### config.mk
export PLATFORM = sky130hd
export DESIGN_NAME = diag_monitor
export DESIGN_NICKNAME = d
export VERILOG_FILES = /design/src/shared/diag_pkg.sv /design/src/core/diag_monitor.sv
export VERILOG_INCLUDE_DIRS = /design/src /design/src/shared
export SDC_FILE = /design/constraint.sdc
export NUM_CORES = 1
export LEC_CHECK = 0
export ABC_AREA = 1
export BUFFER_PORTS_ARGS = -buffer_cell sky130_fd_sc_hd__buf_4
export CELL_PAD_IN_SITES_DETAIL_PLACEMENT = 1
export CELL_PAD_IN_SITES_GLOBAL_PLACEMENT = 2
export CORE_ASPECT_RATIO = 0.8
export CORE_MARGIN = 1.5
export CORE_UTILIZATION = 32
export CTS_BUF_LIST = sky130_fd_sc_hd__clkbuf_4 sky130_fd_sc_hd__clkbuf_8 sky130_fd_sc_hd__clkbuf_16
export CTS_CLUSTER_DIAMETER = 50
export DETAILED_ROUTE_END_ITERATION = 10
export HOLD_SLACK_MARGIN = 0.05
export PLACE_DENSITY_LB_ADDON = 0.1
export SLEW_MARGIN = 5
export SYNTH_ARGS = -nofsm -noshare
export SYNTH_HDL_FRONTEND = slang
export SYNTH_SLANG_ARGS = --single-unit
### constraint.sdc
create_clock -name ref_clk -period 1.96 [get_ports ref_clk]
set_clock_uncertainty 0.15 [all_clocks]
set_input_delay 0.294 -clock ref_clk [delete_from_list [all_inputs] [get_ports ref_clk]]
set_output_delay 0.294 -clock ref_clk [all_outputs]
set_load 0.01 [all_outputs]
### src/shared/diag_params.svh
`ifndef DIAG_PARAMS_SVH
`define DIAG_PARAMS_SVH

// ****************************************************************
// Register addresses
// ****************************************************************
`define ADDR_CHECK_ENABLE      7'h21
`define ADDR_ERROR_FLAGS       7'h22
`define ADDR_OPEN_ENABLE       7'h23
`define ADDR_OPEN_FLAGS        7'h24
`define ADDR_RANGE_ENABLE      7'h25
`define ADDR_OVER_FLAGS        7'h26
`define ADDR_UNDER_FLAGS       7'h27
`define ADDR_MAP_LAST          7'h2F

// ****************************************************************
// Reset values
// ****************************************************************
`define RST_CHECK_ENABLE       8'h01
`define RST_FLAGS              8'h00

// ****************************************************************
// Field positions in enable and error registers
// ****************************************************************
`define BIT_PATTERN            7
`define BIT_SAMPLE_COUNT       6
`define BIT_BUSY_STUCK         5
`define BIT_BAD_READ           4
`define BIT_BAD_WRITE          3
`define BIT_IF_CRC             2
`define BIT_MAP_CRC            1
`define BIT_ROM_CRC            0
`define ERR_USED_MASK          8'h3F

// ****************************************************************
// Timing
// ****************************************************************
`define CLK_PERIOD_NS          40
`define BUSY_STUCK_NS          4000
`define BUSY_STUCK_CYC         (`BUSY_STUCK_NS / `CLK_PERIOD_NS)

`endif

### src/shared/diag_pkg.sv
package diag_pkg;
   typedef logic [7:0] byte_type;
   typedef logic [6:0] addr_type;
   typedef enum logic [0:0] {
      OPEN_AUTO   = 1'b0,
      OPEN_MANUAL = 1'b1
   } open_mode_type;
endpackage

### src/core/diag_monitor.sv
// Notes on behaviour
// RULE1: Pattern enable bit 7 replaces conversion data with a fixed value.
// RULE2: Bit 6 switches on the sample and oversampling clock event counter.
// RULE3: Bit 5 enables busy-stuck supervision; off after reset.
// RULE4: Busy high over 4 us while enabled sets error bit 5.
// RULE5: Bit 4 enabled: read of unmapped address sets error bit 4.
// RULE6: Bit 3 enabled: write to unmapped address sets error bit 3.
// RULE7: Bit 2 enables interface CRC check; failure sets error bit 2.
// RULE8: Bit 1 enables register map CRC check; mismatch sets bit 1.
// RULE9: Bit 0 enables ROM CRC check, resets to one; failure sets bit 0.
// RULE10: Error bits 5..0 reset zero, clear on write one; 7..6 read zero.
// RULE11: Auto open mode: open enable bit n enables channel n+1 detection.
// RULE12: Manual open mode: open enable bit drives amplifier common mode high.
// RULE13: Channel open sets open flag bit n; write one clears it.
// RULE14: Range enable bit n enables channel n+1 range supervision.
// RULE15: Overvoltage on channel n+1 sets over flag bit n; W1C.
// RULE16: Undervoltage on channel n+1 sets under flag bit n; W1C.
// RULE17: Digital check enable register at 0x21, reset value 0x01.
// RULE18: Flags set only while enabled and stay set until cleared.
// RULE19: Host clears flags with a mask holding ones only where intended.
`timescale 1ns/100ps
`include "diag_params.svh"

module diag_monitor #(
   parameter int            COUNT_W    = 16,
   parameter diag_pkg::byte_type PATTERN = 8'hA5,
   parameter int            BUSY_LIMIT = `BUSY_STUCK_CYC
) (
   input  wire logic               ref_clk,
   input  wire logic               arst_n,
   input  wire logic               reg_wr,
   input  wire logic               reg_rd,
   input  wire diag_pkg::addr_type reg_addr,
   input  wire diag_pkg::byte_type reg_wdata,
   output      diag_pkg::byte_type reg_rdata,
   input  wire diag_pkg::open_mode_type open_mode,
   input  wire logic               busy_pin,
   input  wire logic               conversion_start_clock,
   input  wire logic               oversampling_clock,
   input  wire logic               if_crc_fail,
   input  wire logic               map_crc_fail,
   input  wire logic               rom_crc_fail,
   input  wire diag_pkg::byte_type chan_open_event,
   input  wire diag_pkg::byte_type chan_over_event,
   input  wire diag_pkg::byte_type chan_under_event,
   input  wire logic [15:0]        conv_data_in,
   output      logic [15:0]        conv_data_out,
   output      diag_pkg::byte_type chan_open_check_enable,
   output      diag_pkg::byte_type chan_cm_high,
   output      diag_pkg::byte_type chan_range_check_enable,
   output      logic [COUNT_W-1:0] sample_clock_count
);
   import diag_pkg::*;

   // ****************************************************************
   // Functions
   // ****************************************************************
   function automatic byte_type w1c(input byte_type cur,
                                    input byte_type set,
                                    input logic     clr,
                                    input byte_type mask);
      // Set wins over clear in the same cycle
      w1c = (cur & ~(clr ? mask : 8'h00)) | set;
   endfunction

   function automatic logic is_mapped(input addr_type a);
      is_mapped = (a <= `ADDR_MAP_LAST);
   endfunction

   // ****************************************************************
   // Input synchronisers
   // ****************************************************************
   logic [7:0]  sync1_r;
   logic [7:0]  sync2_r;
   logic        start_d_r;
   logic        ovs_d_r;
   byte_type    ch1_r [3];
   byte_type    ch2_r [3];

   always_ff @(posedge ref_clk or negedge arst_n) begin
      if (!arst_n) begin
         sync1_r <= 8'h00;
         sync2_r <= 8'h00;
      end else begin
         sync1_r <= {2'b00, rom_crc_fail, map_crc_fail, if_crc_fail,
                     oversampling_clock, conversion_start_clock,
                     busy_pin};
         sync2_r <= sync1_r;
      end
   end

   always_ff @(posedge ref_clk or negedge arst_n) begin
      if (!arst_n) begin
         ch1_r[0] <= 8'h00;
         ch1_r[1] <= 8'h00;
         ch1_r[2] <= 8'h00;
         ch2_r[0] <= 8'h00;
         ch2_r[1] <= 8'h00;
         ch2_r[2] <= 8'h00;
      end else begin
         ch1_r[0] <= chan_open_event;
         ch1_r[1] <= chan_over_event;
         ch1_r[2] <= chan_under_event;
         ch2_r    <= ch1_r;
      end
   end

   logic busy_s;
   logic start_s;
   logic ovs_s;
   assign busy_s  = sync2_r[0];
   assign start_s = sync2_r[1];
   assign ovs_s   = sync2_r[2];

   // ****************************************************************
   // Control registers
   // ****************************************************************
   byte_type check_en_r;
   byte_type open_en_r;
   byte_type range_en_r;
   logic     wr_en;
   logic     rd_en;
   assign wr_en = reg_wr;
   assign rd_en = reg_rd & ~reg_wr;

   always_ff @(posedge ref_clk or negedge arst_n) begin
      if (!arst_n) begin
         check_en_r <= `RST_CHECK_ENABLE; // RULE3 RULE9 RULE17
         open_en_r  <= `RST_FLAGS;        // RULE11
         range_en_r <= `RST_FLAGS;        // RULE14
      end else if (wr_en) begin
         case (reg_addr)
            `ADDR_CHECK_ENABLE: check_en_r <= reg_wdata; // RULE17
            `ADDR_OPEN_ENABLE:  open_en_r  <= reg_wdata;
            `ADDR_RANGE_ENABLE: range_en_r <= reg_wdata; // RULE14
            default: ;
         endcase
      end
   end

   // ****************************************************************
   // Open-detect and range outputs
   // ****************************************************************
   always_ff @(posedge ref_clk or negedge arst_n) begin
      if (!arst_n) begin
         chan_open_check_enable  <= 8'h00;
         chan_cm_high            <= 8'h00;
         chan_range_check_enable <= 8'h00;
      end else begin
         chan_open_check_enable  <= (open_mode == OPEN_AUTO) ?
                                    open_en_r : 8'h00; // RULE11
         chan_cm_high            <= (open_mode == OPEN_MANUAL) ?
                                    open_en_r : 8'h00; // RULE12
         chan_range_check_enable <= range_en_r;        // RULE14
      end
   end

   // ****************************************************************
   // Busy-stuck watchdog
   // ****************************************************************
   logic [15:0] busy_cnt_r;
   logic        busy_stuck;

   always_ff @(posedge ref_clk or negedge arst_n) begin
      if (!arst_n) begin
         busy_cnt_r <= 16'h0000;
      end else if (!busy_s || !check_en_r[`BIT_BUSY_STUCK]) begin
         busy_cnt_r <= 16'h0000; // RULE3
      end else if (busy_cnt_r <= 16'(BUSY_LIMIT)) begin
         busy_cnt_r <= busy_cnt_r + 16'h0001;
      end
   end
   // Still high after the full limit, so longer than it
   assign busy_stuck = busy_s
                       & (busy_cnt_r >= 16'(BUSY_LIMIT)); // RULE4

   // ****************************************************************
   // Sample clock event counter
   // ****************************************************************
   always_ff @(posedge ref_clk or negedge arst_n) begin
      if (!arst_n) begin
         start_d_r <= 1'b0;
         ovs_d_r   <= 1'b0;
      end else begin
         start_d_r <= start_s;
         ovs_d_r   <= ovs_s;
      end
   end

   always_ff @(posedge ref_clk or negedge arst_n) begin
      if (!arst_n) begin
         sample_clock_count <= '0;
      end else if (check_en_r[`BIT_SAMPLE_COUNT]) begin // RULE2
         sample_clock_count <= sample_clock_count
            + COUNT_W'(start_s & ~start_d_r) + COUNT_W'(ovs_s & ~ovs_d_r);
      end
   end

   // ****************************************************************
   // Conversion data path
   // ****************************************************************
   always_ff @(posedge ref_clk or negedge arst_n) begin
      if (!arst_n) begin
         conv_data_out <= 16'h0000;
      end else if (check_en_r[`BIT_PATTERN]) begin
         conv_data_out <= {PATTERN, PATTERN}; // RULE1
      end else begin
         conv_data_out <= conv_data_in;
      end
   end

   // ****************************************************************
   // Sticky flags
   // ****************************************************************
   byte_type err_r;
   byte_type open_r;
   byte_type over_r;
   byte_type under_r;
   byte_type err_set;
   logic     bad_addr;
   assign bad_addr = ~is_mapped(reg_addr);

   always_comb begin
      err_set = 8'h00;
      err_set[`BIT_BUSY_STUCK] = busy_stuck;                        // RULE4
      err_set[`BIT_BAD_READ]   = rd_en & bad_addr
                                 & check_en_r[`BIT_BAD_READ];       // RULE5
      err_set[`BIT_BAD_WRITE]  = wr_en & bad_addr
                                 & check_en_r[`BIT_BAD_WRITE];      // RULE6
      err_set[`BIT_IF_CRC]     = sync2_r[3] & check_en_r[`BIT_IF_CRC]; // RULE7
      err_set[`BIT_MAP_CRC]    = sync2_r[4]
                                 & check_en_r[`BIT_MAP_CRC];        // RULE8
      err_set[`BIT_ROM_CRC]    = sync2_r[5]
                                 & check_en_r[`BIT_ROM_CRC];        // RULE9
   end

   always_ff @(posedge ref_clk or negedge arst_n) begin
      if (!arst_n) begin
         err_r   <= `RST_FLAGS; // RULE10
         open_r  <= `RST_FLAGS;
         over_r  <= `RST_FLAGS;
         under_r <= `RST_FLAGS;
      end else begin
         // Held until a one is written, regardless of the fault
         err_r   <= w1c(err_r, err_set,
                        wr_en && reg_addr == `ADDR_ERROR_FLAGS,
                        reg_wdata) & `ERR_USED_MASK;           // RULE10 RULE18
         open_r  <= w1c(open_r, ch2_r[0] & open_en_r
                        & {8{open_mode == OPEN_AUTO}},
                        wr_en && reg_addr == `ADDR_OPEN_FLAGS,
                        reg_wdata);                            // RULE13 RULE18
         over_r  <= w1c(over_r, ch2_r[1] & range_en_r,
                        wr_en && reg_addr == `ADDR_OVER_FLAGS,
                        reg_wdata);                            // RULE15 RULE18
         under_r <= w1c(under_r, ch2_r[2] & range_en_r,
                        wr_en && reg_addr == `ADDR_UNDER_FLAGS,
                        reg_wdata);                            // RULE16 RULE18
      end
   end

   // ****************************************************************
   // Read-back
   // ****************************************************************
   always_ff @(posedge ref_clk or negedge arst_n) begin
      if (!arst_n) begin
         reg_rdata <= 8'h00;
      end else if (rd_en) begin
         case (reg_addr)
            `ADDR_CHECK_ENABLE: reg_rdata <= check_en_r;
            `ADDR_ERROR_FLAGS:  reg_rdata <= err_r; // RULE10
            `ADDR_OPEN_ENABLE:  reg_rdata <= open_en_r;
            `ADDR_OPEN_FLAGS:   reg_rdata <= open_r;
            `ADDR_RANGE_ENABLE: reg_rdata <= range_en_r;
            `ADDR_OVER_FLAGS:   reg_rdata <= over_r;
            `ADDR_UNDER_FLAGS:  reg_rdata <= under_r;
            default:            reg_rdata <= 8'h00;
         endcase
      end
   end

endmodule

# --- Word level (Yosys, flattened, before mapping) ---
# Cells that the tools add are included.
op_classes:
  order_cmp: 3
  n_mux: 10
  bitwise_logic: 32
  reduce_logical: 11
  n_eq_ne: 7
  addsub: 3
ops:
  columns: ["cell", "n"]
  rows:
  - ["AND 8 bit", 7]
  - ["case mux 8 bit (7 select lines)", 1]
  - ["== test 7 x 6 -> 1 bit (second input constant)", 7]
  - ["2-to-1 mux 16 bit", 3]
  - ["2-to-1 mux 8 bit", 5]
  - ["adder 16 bit", 2]
  - ["AND 1 x 16 -> 16 bit", 2]
  - ["inverter 1 -> 16 bit", 2]
  - ["inverter 8 bit", 3]
  - ["OR 8 bit", 3]
  - ["adder 16 x 1 -> 16 bit (second input constant)", 1]
  - [">= comparator 16 x 7 -> 1 bit (second input constant)", 1]
  - ["<= comparator 16 x 7 -> 1 bit (second input constant)", 1]
  - ["AND 1 bit", 9]
  - ["<= comparator 7 x 6 -> 1 bit (second input constant)", 1]
  - ["AND 6 bit", 1]
  - ["2-to-1 mux 6 bit", 1]
  - ["inverter 6 bit", 1]
  - ["OR 6 bit", 1]
  - ["AND reduction 2 bit", 3]
  - ["logical AND 1 bit", 4]
  - ["inverter 1 bit", 3]
  - ["zero test 1 bit", 2]
  - ["nonzero test 2 bit", 1]
  - ["logical OR 1 bit", 1]
totals:
  register_bits: 196
  in_bits: 66

# --- Longest topological paths before layout ---
depth:
  ltp_word: 6
  ltp_mapped: 10
  mapped_depth_nobuf: 10

# --- Worst setup path after synthesis ---
# Ideal clock, no wire load.
synth_path:
  path_type: "reg-to-reg"
  from: "register start_d_r"
  to: "register sample_clock_count[10]"
  path_stages_with_launch: 9
  path_slack_ns: 0.131
  t_arrival_ns: 1.561
  synth_period_minus_slack_ns: 1.829
  setup_ns: 0.118
  path_cell_list: "dfrtp_1 > nor2_1 > fa_1 > ha_1 > nand2_1 > nor3_1 > and2_1 > xor2_1 > inv_1"
synth_between:
  elab_chain_len: 4
synth_lines:
  columns: ["element", "line_no", "source"]
  rows:
  - ["from (decl)", "diag_monitor.sv:75", "logic start_d_r;"]
  - ["from (signal assigned)", "diag_monitor.sv:185", "start_d_r <= start_s;"]
  - ["inverter 1 -> 16 bit", "diag_monitor.sv:195", "+ COUNT_W'(start_s & ~start_d_r) + COUNT_W'(ovs_s & ~ovs_d_r);"]
  - ["AND 1 x 16 -> 16 bit", "diag_monitor.sv:195", null]
  - ["adder 16 bit (2 in a row)", "diag_monitor.sv:195", null]
  - ["to (signal assigned)", "diag_monitor.sv:194", "sample_clock_count <= sample_clock_count"]
  - ["to (decl)", "diag_monitor.sv:51", "output logic [COUNT_W-1:0] sample_clock_count"]
# No other way between the ends.
# A chain may end at the register's enable or synchronous reset.

# --- Worst setup path in the final report ---
layout_path:
  from: "register sync2_r[2]"
  to: "register sample_clock_count[10]"
layout_between:
  elab_chain_len: 2
layout_lines:
  columns: ["element", "line_no", "source"]
  rows:
  - ["from (decl)", "diag_monitor.sv:74", "logic [7:0] sync2_r;"]
  - ["from (signal assigned)", "diag_monitor.sv:88", "sync2_r <= sync1_r;"]
  - ["AND 1 x 16 -> 16 bit", "diag_monitor.sv:195", null]
  - ["adder 16 bit", "diag_monitor.sv:195", null]
# No other way between the ends.

==> results.md <==
* IR drop worst, VDD at 0.611 mV
* Share of cell area taken by muxes after synthesis at 0
* Post-Synth XOR/XNOR Area at 0.0200
* Per-instance average area after synthesis at approximately 10 µm²
* Remaining number of nets flagged by the antenna check after routing at 0
* Worst path slowest cell: dfrtp_1
* Number of flops mapped to enable cells by yosys at 0
* Effective utilization at floorplan at 0.328
* Family with the most delay on the worst path: simple AND/OR/NAND/NOR gates
* Post-synthesis simple-gate area fraction at 0.213
* Number of antenna violations at the first check in global routing at 0
* Standard-cell row count at roughly 50
* WL final at 20.0 mm
* CTS tree: yes
* Async set or reset register ratio after synthesis at 1.00
* Capture point of the worst path: sample_clock_count[10]$_DFFE_PN0P_
* Worst setup slack for register-to-register paths at 0.14 ns
* Comb power frac at 0.121
* Post-route non-filler standard cell count at between 1000 and 1500
* Per-cell routed wire length at 16.1 µm
* Total standard cell area after synthesis at 0.00745 mm²
* DIE WIDTH at around 170 µm
* Combinational family with the most area after synthesis: simple AND/OR/NAND/NOR gates
* Number of standard cells after synthesis at approximately 720
* Source of the critical timing path: sync2_r[2]$_DFF_PN0_
* Pre-antenna DRT Iters at 4
* Clock-pin slew reported for the worst setup and hold paths after clock tree synthesis at roughly 0.08 ns
* Relative slew slack at 0.693
* Remaining DRCs at 0
* Number of clock buffers inserted by TritonCTS at 17
* Type of element capturing the critical path: flop
* Area of the die at between 0.02 and 0.025 mm²
* Final hold violations at 0
* Total setup violations reported at the end of the flow at 0
* Setup TNS at 0 ns
* Proportion of total power due to net switching at 0.271
* Placement Setup Slack at -0.0508 ns
* Largest driver fanout on the critical path at 3
* Maximum Capacitance Violations at 0
* RR Endpoint: sample_clock_count[10]$_DFFE_PN0P_
* Yosys warns at 0
* Synth unique cells at 33
* Worst Slack Setup Final at between 0.1 and 0.15 ns
* Port Buf Inserts at ~130
* Fill cells at between 2000 and 3000
* Static leakage at roughly 5.0 nW
* Die height at between 100 and 150 µm
* Post-placement cell area at 0.00890 mm²
* Insertion delay to the later sink of the worst-skew pair at ~0.44 ns
* Hpwl dp at 14.1 mm
* Fraction of layout instances using a drive strength above 1 at 0.246
* Via Count at about 5700
* Number of nets in the synthesized netlist at 793
* Max-slew violation count at 0
* Most frequent standard cell in the layout excluding fill and tap cells: dfrtp_1
* Number of I/O pins at 130
* Total power density per cell area at 930 mW/mm²
* Switching power summed over all nets at roughly 2.6 mW
* Drt first-iter violations at ~340
* Crit path cell chain: inv_2 -> nor2_4 -> fa_2 -> ha_4 -> nand2_4 -> nor3_4 -> and2_4 -> xor2_1 -> inv_1
* Ys flop type: dfrtp_1
* Global-route wire length before repair at about 33 mm
* Area of all placed cells without fillers at between 0.01 and 0.015 mm²
* Utilization after layout at 0.449
* Post-synthesis sequential element count at a little under 200
* Fraction of the mapped netlist area in compound gates at 0.0499
* Depth of the worst register-to-register path at 9
* Largest stage delay on the critical path at 0.37 ns
* All-layer global routing usage at 0.177
* Number of nets in the finished design at about 1000
* Proportion of power drawn by the clock network at 0.388
* Required time at the endpoint of the critical path at about 2.2 ns
* Commonest cells after routing, fill and taps aside: 195 x dfrtp_1, 183 x nand2_1, 140 x buf_4
* Maximum number of pins on one net before global-route repair at 67
* Instance count after placement with tap cells included at 1158
* Relative contribution of sequential cells to total power at 0.491
* Run status: finished clean
* Post-synthesis adder-cell area fraction at 0.00772
* Class of the most critical hold timing path: input port to flop
* Remaining Overflow, GRT at 0
* Period utilization at 0.929
* Seq/Total Area, Yosys at 0.658
* Buffering stage count on the worst path with inverters included at 2
* Core region area at roughly 0.023 mm²
* Vias in the first global route at approximately 6300
* Origin of the critical flop-to-flop path: sync2_r[2]$_DFF_PN0_
* Antenna diode count at 0
* Via density per instance at between 4 and 5
* H-Tree Depth at 4
* Critical Path Stages at 9
* Root Buffer: clkbuf_16
* Type of the worst setup path: flop to flop
* Maximum root-to-sink buffer count at 2
* Internal cell power at a little under 7 mW
* Worst Max-Slew Pin Slew at approximately 0.46 ns
* Routability congestion estimate from global placement at 0.795
* Startpoint type of the worst setup path: flop
* Maximum achievable frequency at about 0.55 GHz
* Data arrival time of the worst path at around 2.0 ns
* Area growth from synthesis to final layout at 36.7%
* RSZ-0062 raised after global routing: false
* Shortest period the worst path allows at about 1.8 ns
* Clock sink count at approximately 200
Yosys cell counts, drive strengths merged, types with 3 or more instances:
master | number | area [µm²]
buf | 10 | 68.8
nor3 | 5 | 35.0
nand2 | 194 | 761
or2 | 8 | 50.1
o31ai | 30 | 225
xor2 | 12 | 105
nand3 | 68 | 360
nor2 | 68 | 298
nand4 | 10 | 62.6
dfrtp | 195 | 4880
inv | 76 | 285
xnor2 | 5 | 43.8
o21ai | 26 | 130
ha | 3 | 37.5
clkbuf | 6 | 22.5
per-stage QoR:
stage / hold slack, ns / power, mW
final: 0.124 / 9.47
after global routing: 0.133 / 9.93
after CTS: 0.107 / 9.55
after detailed placement: 0.0882 / 5.74
after global placement: 0.0851 / 5.69
after floorplan: -0.152 / 5.09
per-layer routing:
layer	GRT usage	vias to the layer above	share of wire
li1	-	2705	-
met1	0.234	2834	0.46
met2	0.294	100	0.49
met3	0.0391	13	0.039
met4	0.0472	0	0.011
met5	0	-	0
timing repair:
action / CTS / global route
setup buffers: 0 / 2
endpoints found under the setup margin: 3 / 8
gates cloned: 0 / 0
hold buffers: 56 / 0
hold endpoints to repair: 265 / 0
gates resized for setup: 2 / 20
pin swaps: 0 / 8
cells by family (layout without fill, tap and decap cells):
group / after synthesis / after routing
xor gates and xnor gates: 17 / 17
and+or+nand+nor: 356 / 356
DFF: 196 / 196
adders and majority gates: 4 / 4
AOI/OAI and AO/OA: 58 / 58
buffers and inverters: 92 / 311
power by group through the flow:
stage	logic (mW)	registers, mW	clock network (mW)
4_1_cts	1.12	4.64	3.79
3_5_place_dp	1.02	4.72	0
5_1_grt	1.28	4.70	3.94
3_3_place_gp	0.980	4.71	0
6_report	1.15	4.65	3.68
2_1_floorplan	0.394	4.69	0
worst min path at each step:
stage                             from                        end  slack [ns]  depth (start not counted)
after floorplan                 arst_n  busy_cnt_r[0]$_DFFE_PN0P_       -0.15                          0
after global placement          arst_n  busy_cnt_r[8]$_DFFE_PN0P_        0.09                          1
after detailed placement        arst_n  busy_cnt_r[8]$_DFFE_PN0P_        0.09                          1
after CTS                 reg_wdata[7]  range_en_r[7]$_DFFE_PN0P_        0.11                          3
after global routing      reg_wdata[7]   open_en_r[7]$_DFFE_PN0P_        0.13                          3
final                     reg_wdata[7]  range_en_r[7]$_DFFE_PN0P_        0.12                          3
state kept, by name, indices dropped and copies added (netlist names), 8 cells and up:
signal / count
open_r: 8
reg_rdata: 8
chan_open_check_enable: 8
conv_data_out: 16
chan_cm_high: 8
chan_range_check_enable: 8
busy_cnt_r: 16
under_r: 8
ch2_r: 24
range_en_r: 8
sample_clock_count: 16
open_en_r: 8
check_en_r: 8
over_r: 8
ch1_r: 24
worst reg2reg max path, stage by stage, from the launching register on:
cell and delay, ns:
dfrtp_1 0.37, inv_2 0.05, nor2_4 0.11, fa_2 0.25
ha_4 0.16, nand2_4 0.06, nor3_4 0.20, and2_4 0.18
xor2_1 0.14, inv_1 0.05
final cells by class:
type	count	area, µm²	share of cell area
clock buffers	18	433	0.0425
clock inverters	14	189	0.0185
inverters	76	285	0.0280
multi-input cells	435	2250	0.221
flip-flops and latches	196	4910	0.482
well taps	306	383	0.0376
repair buffers	203	1740	0.170
(Power assumes the default switching activity.)
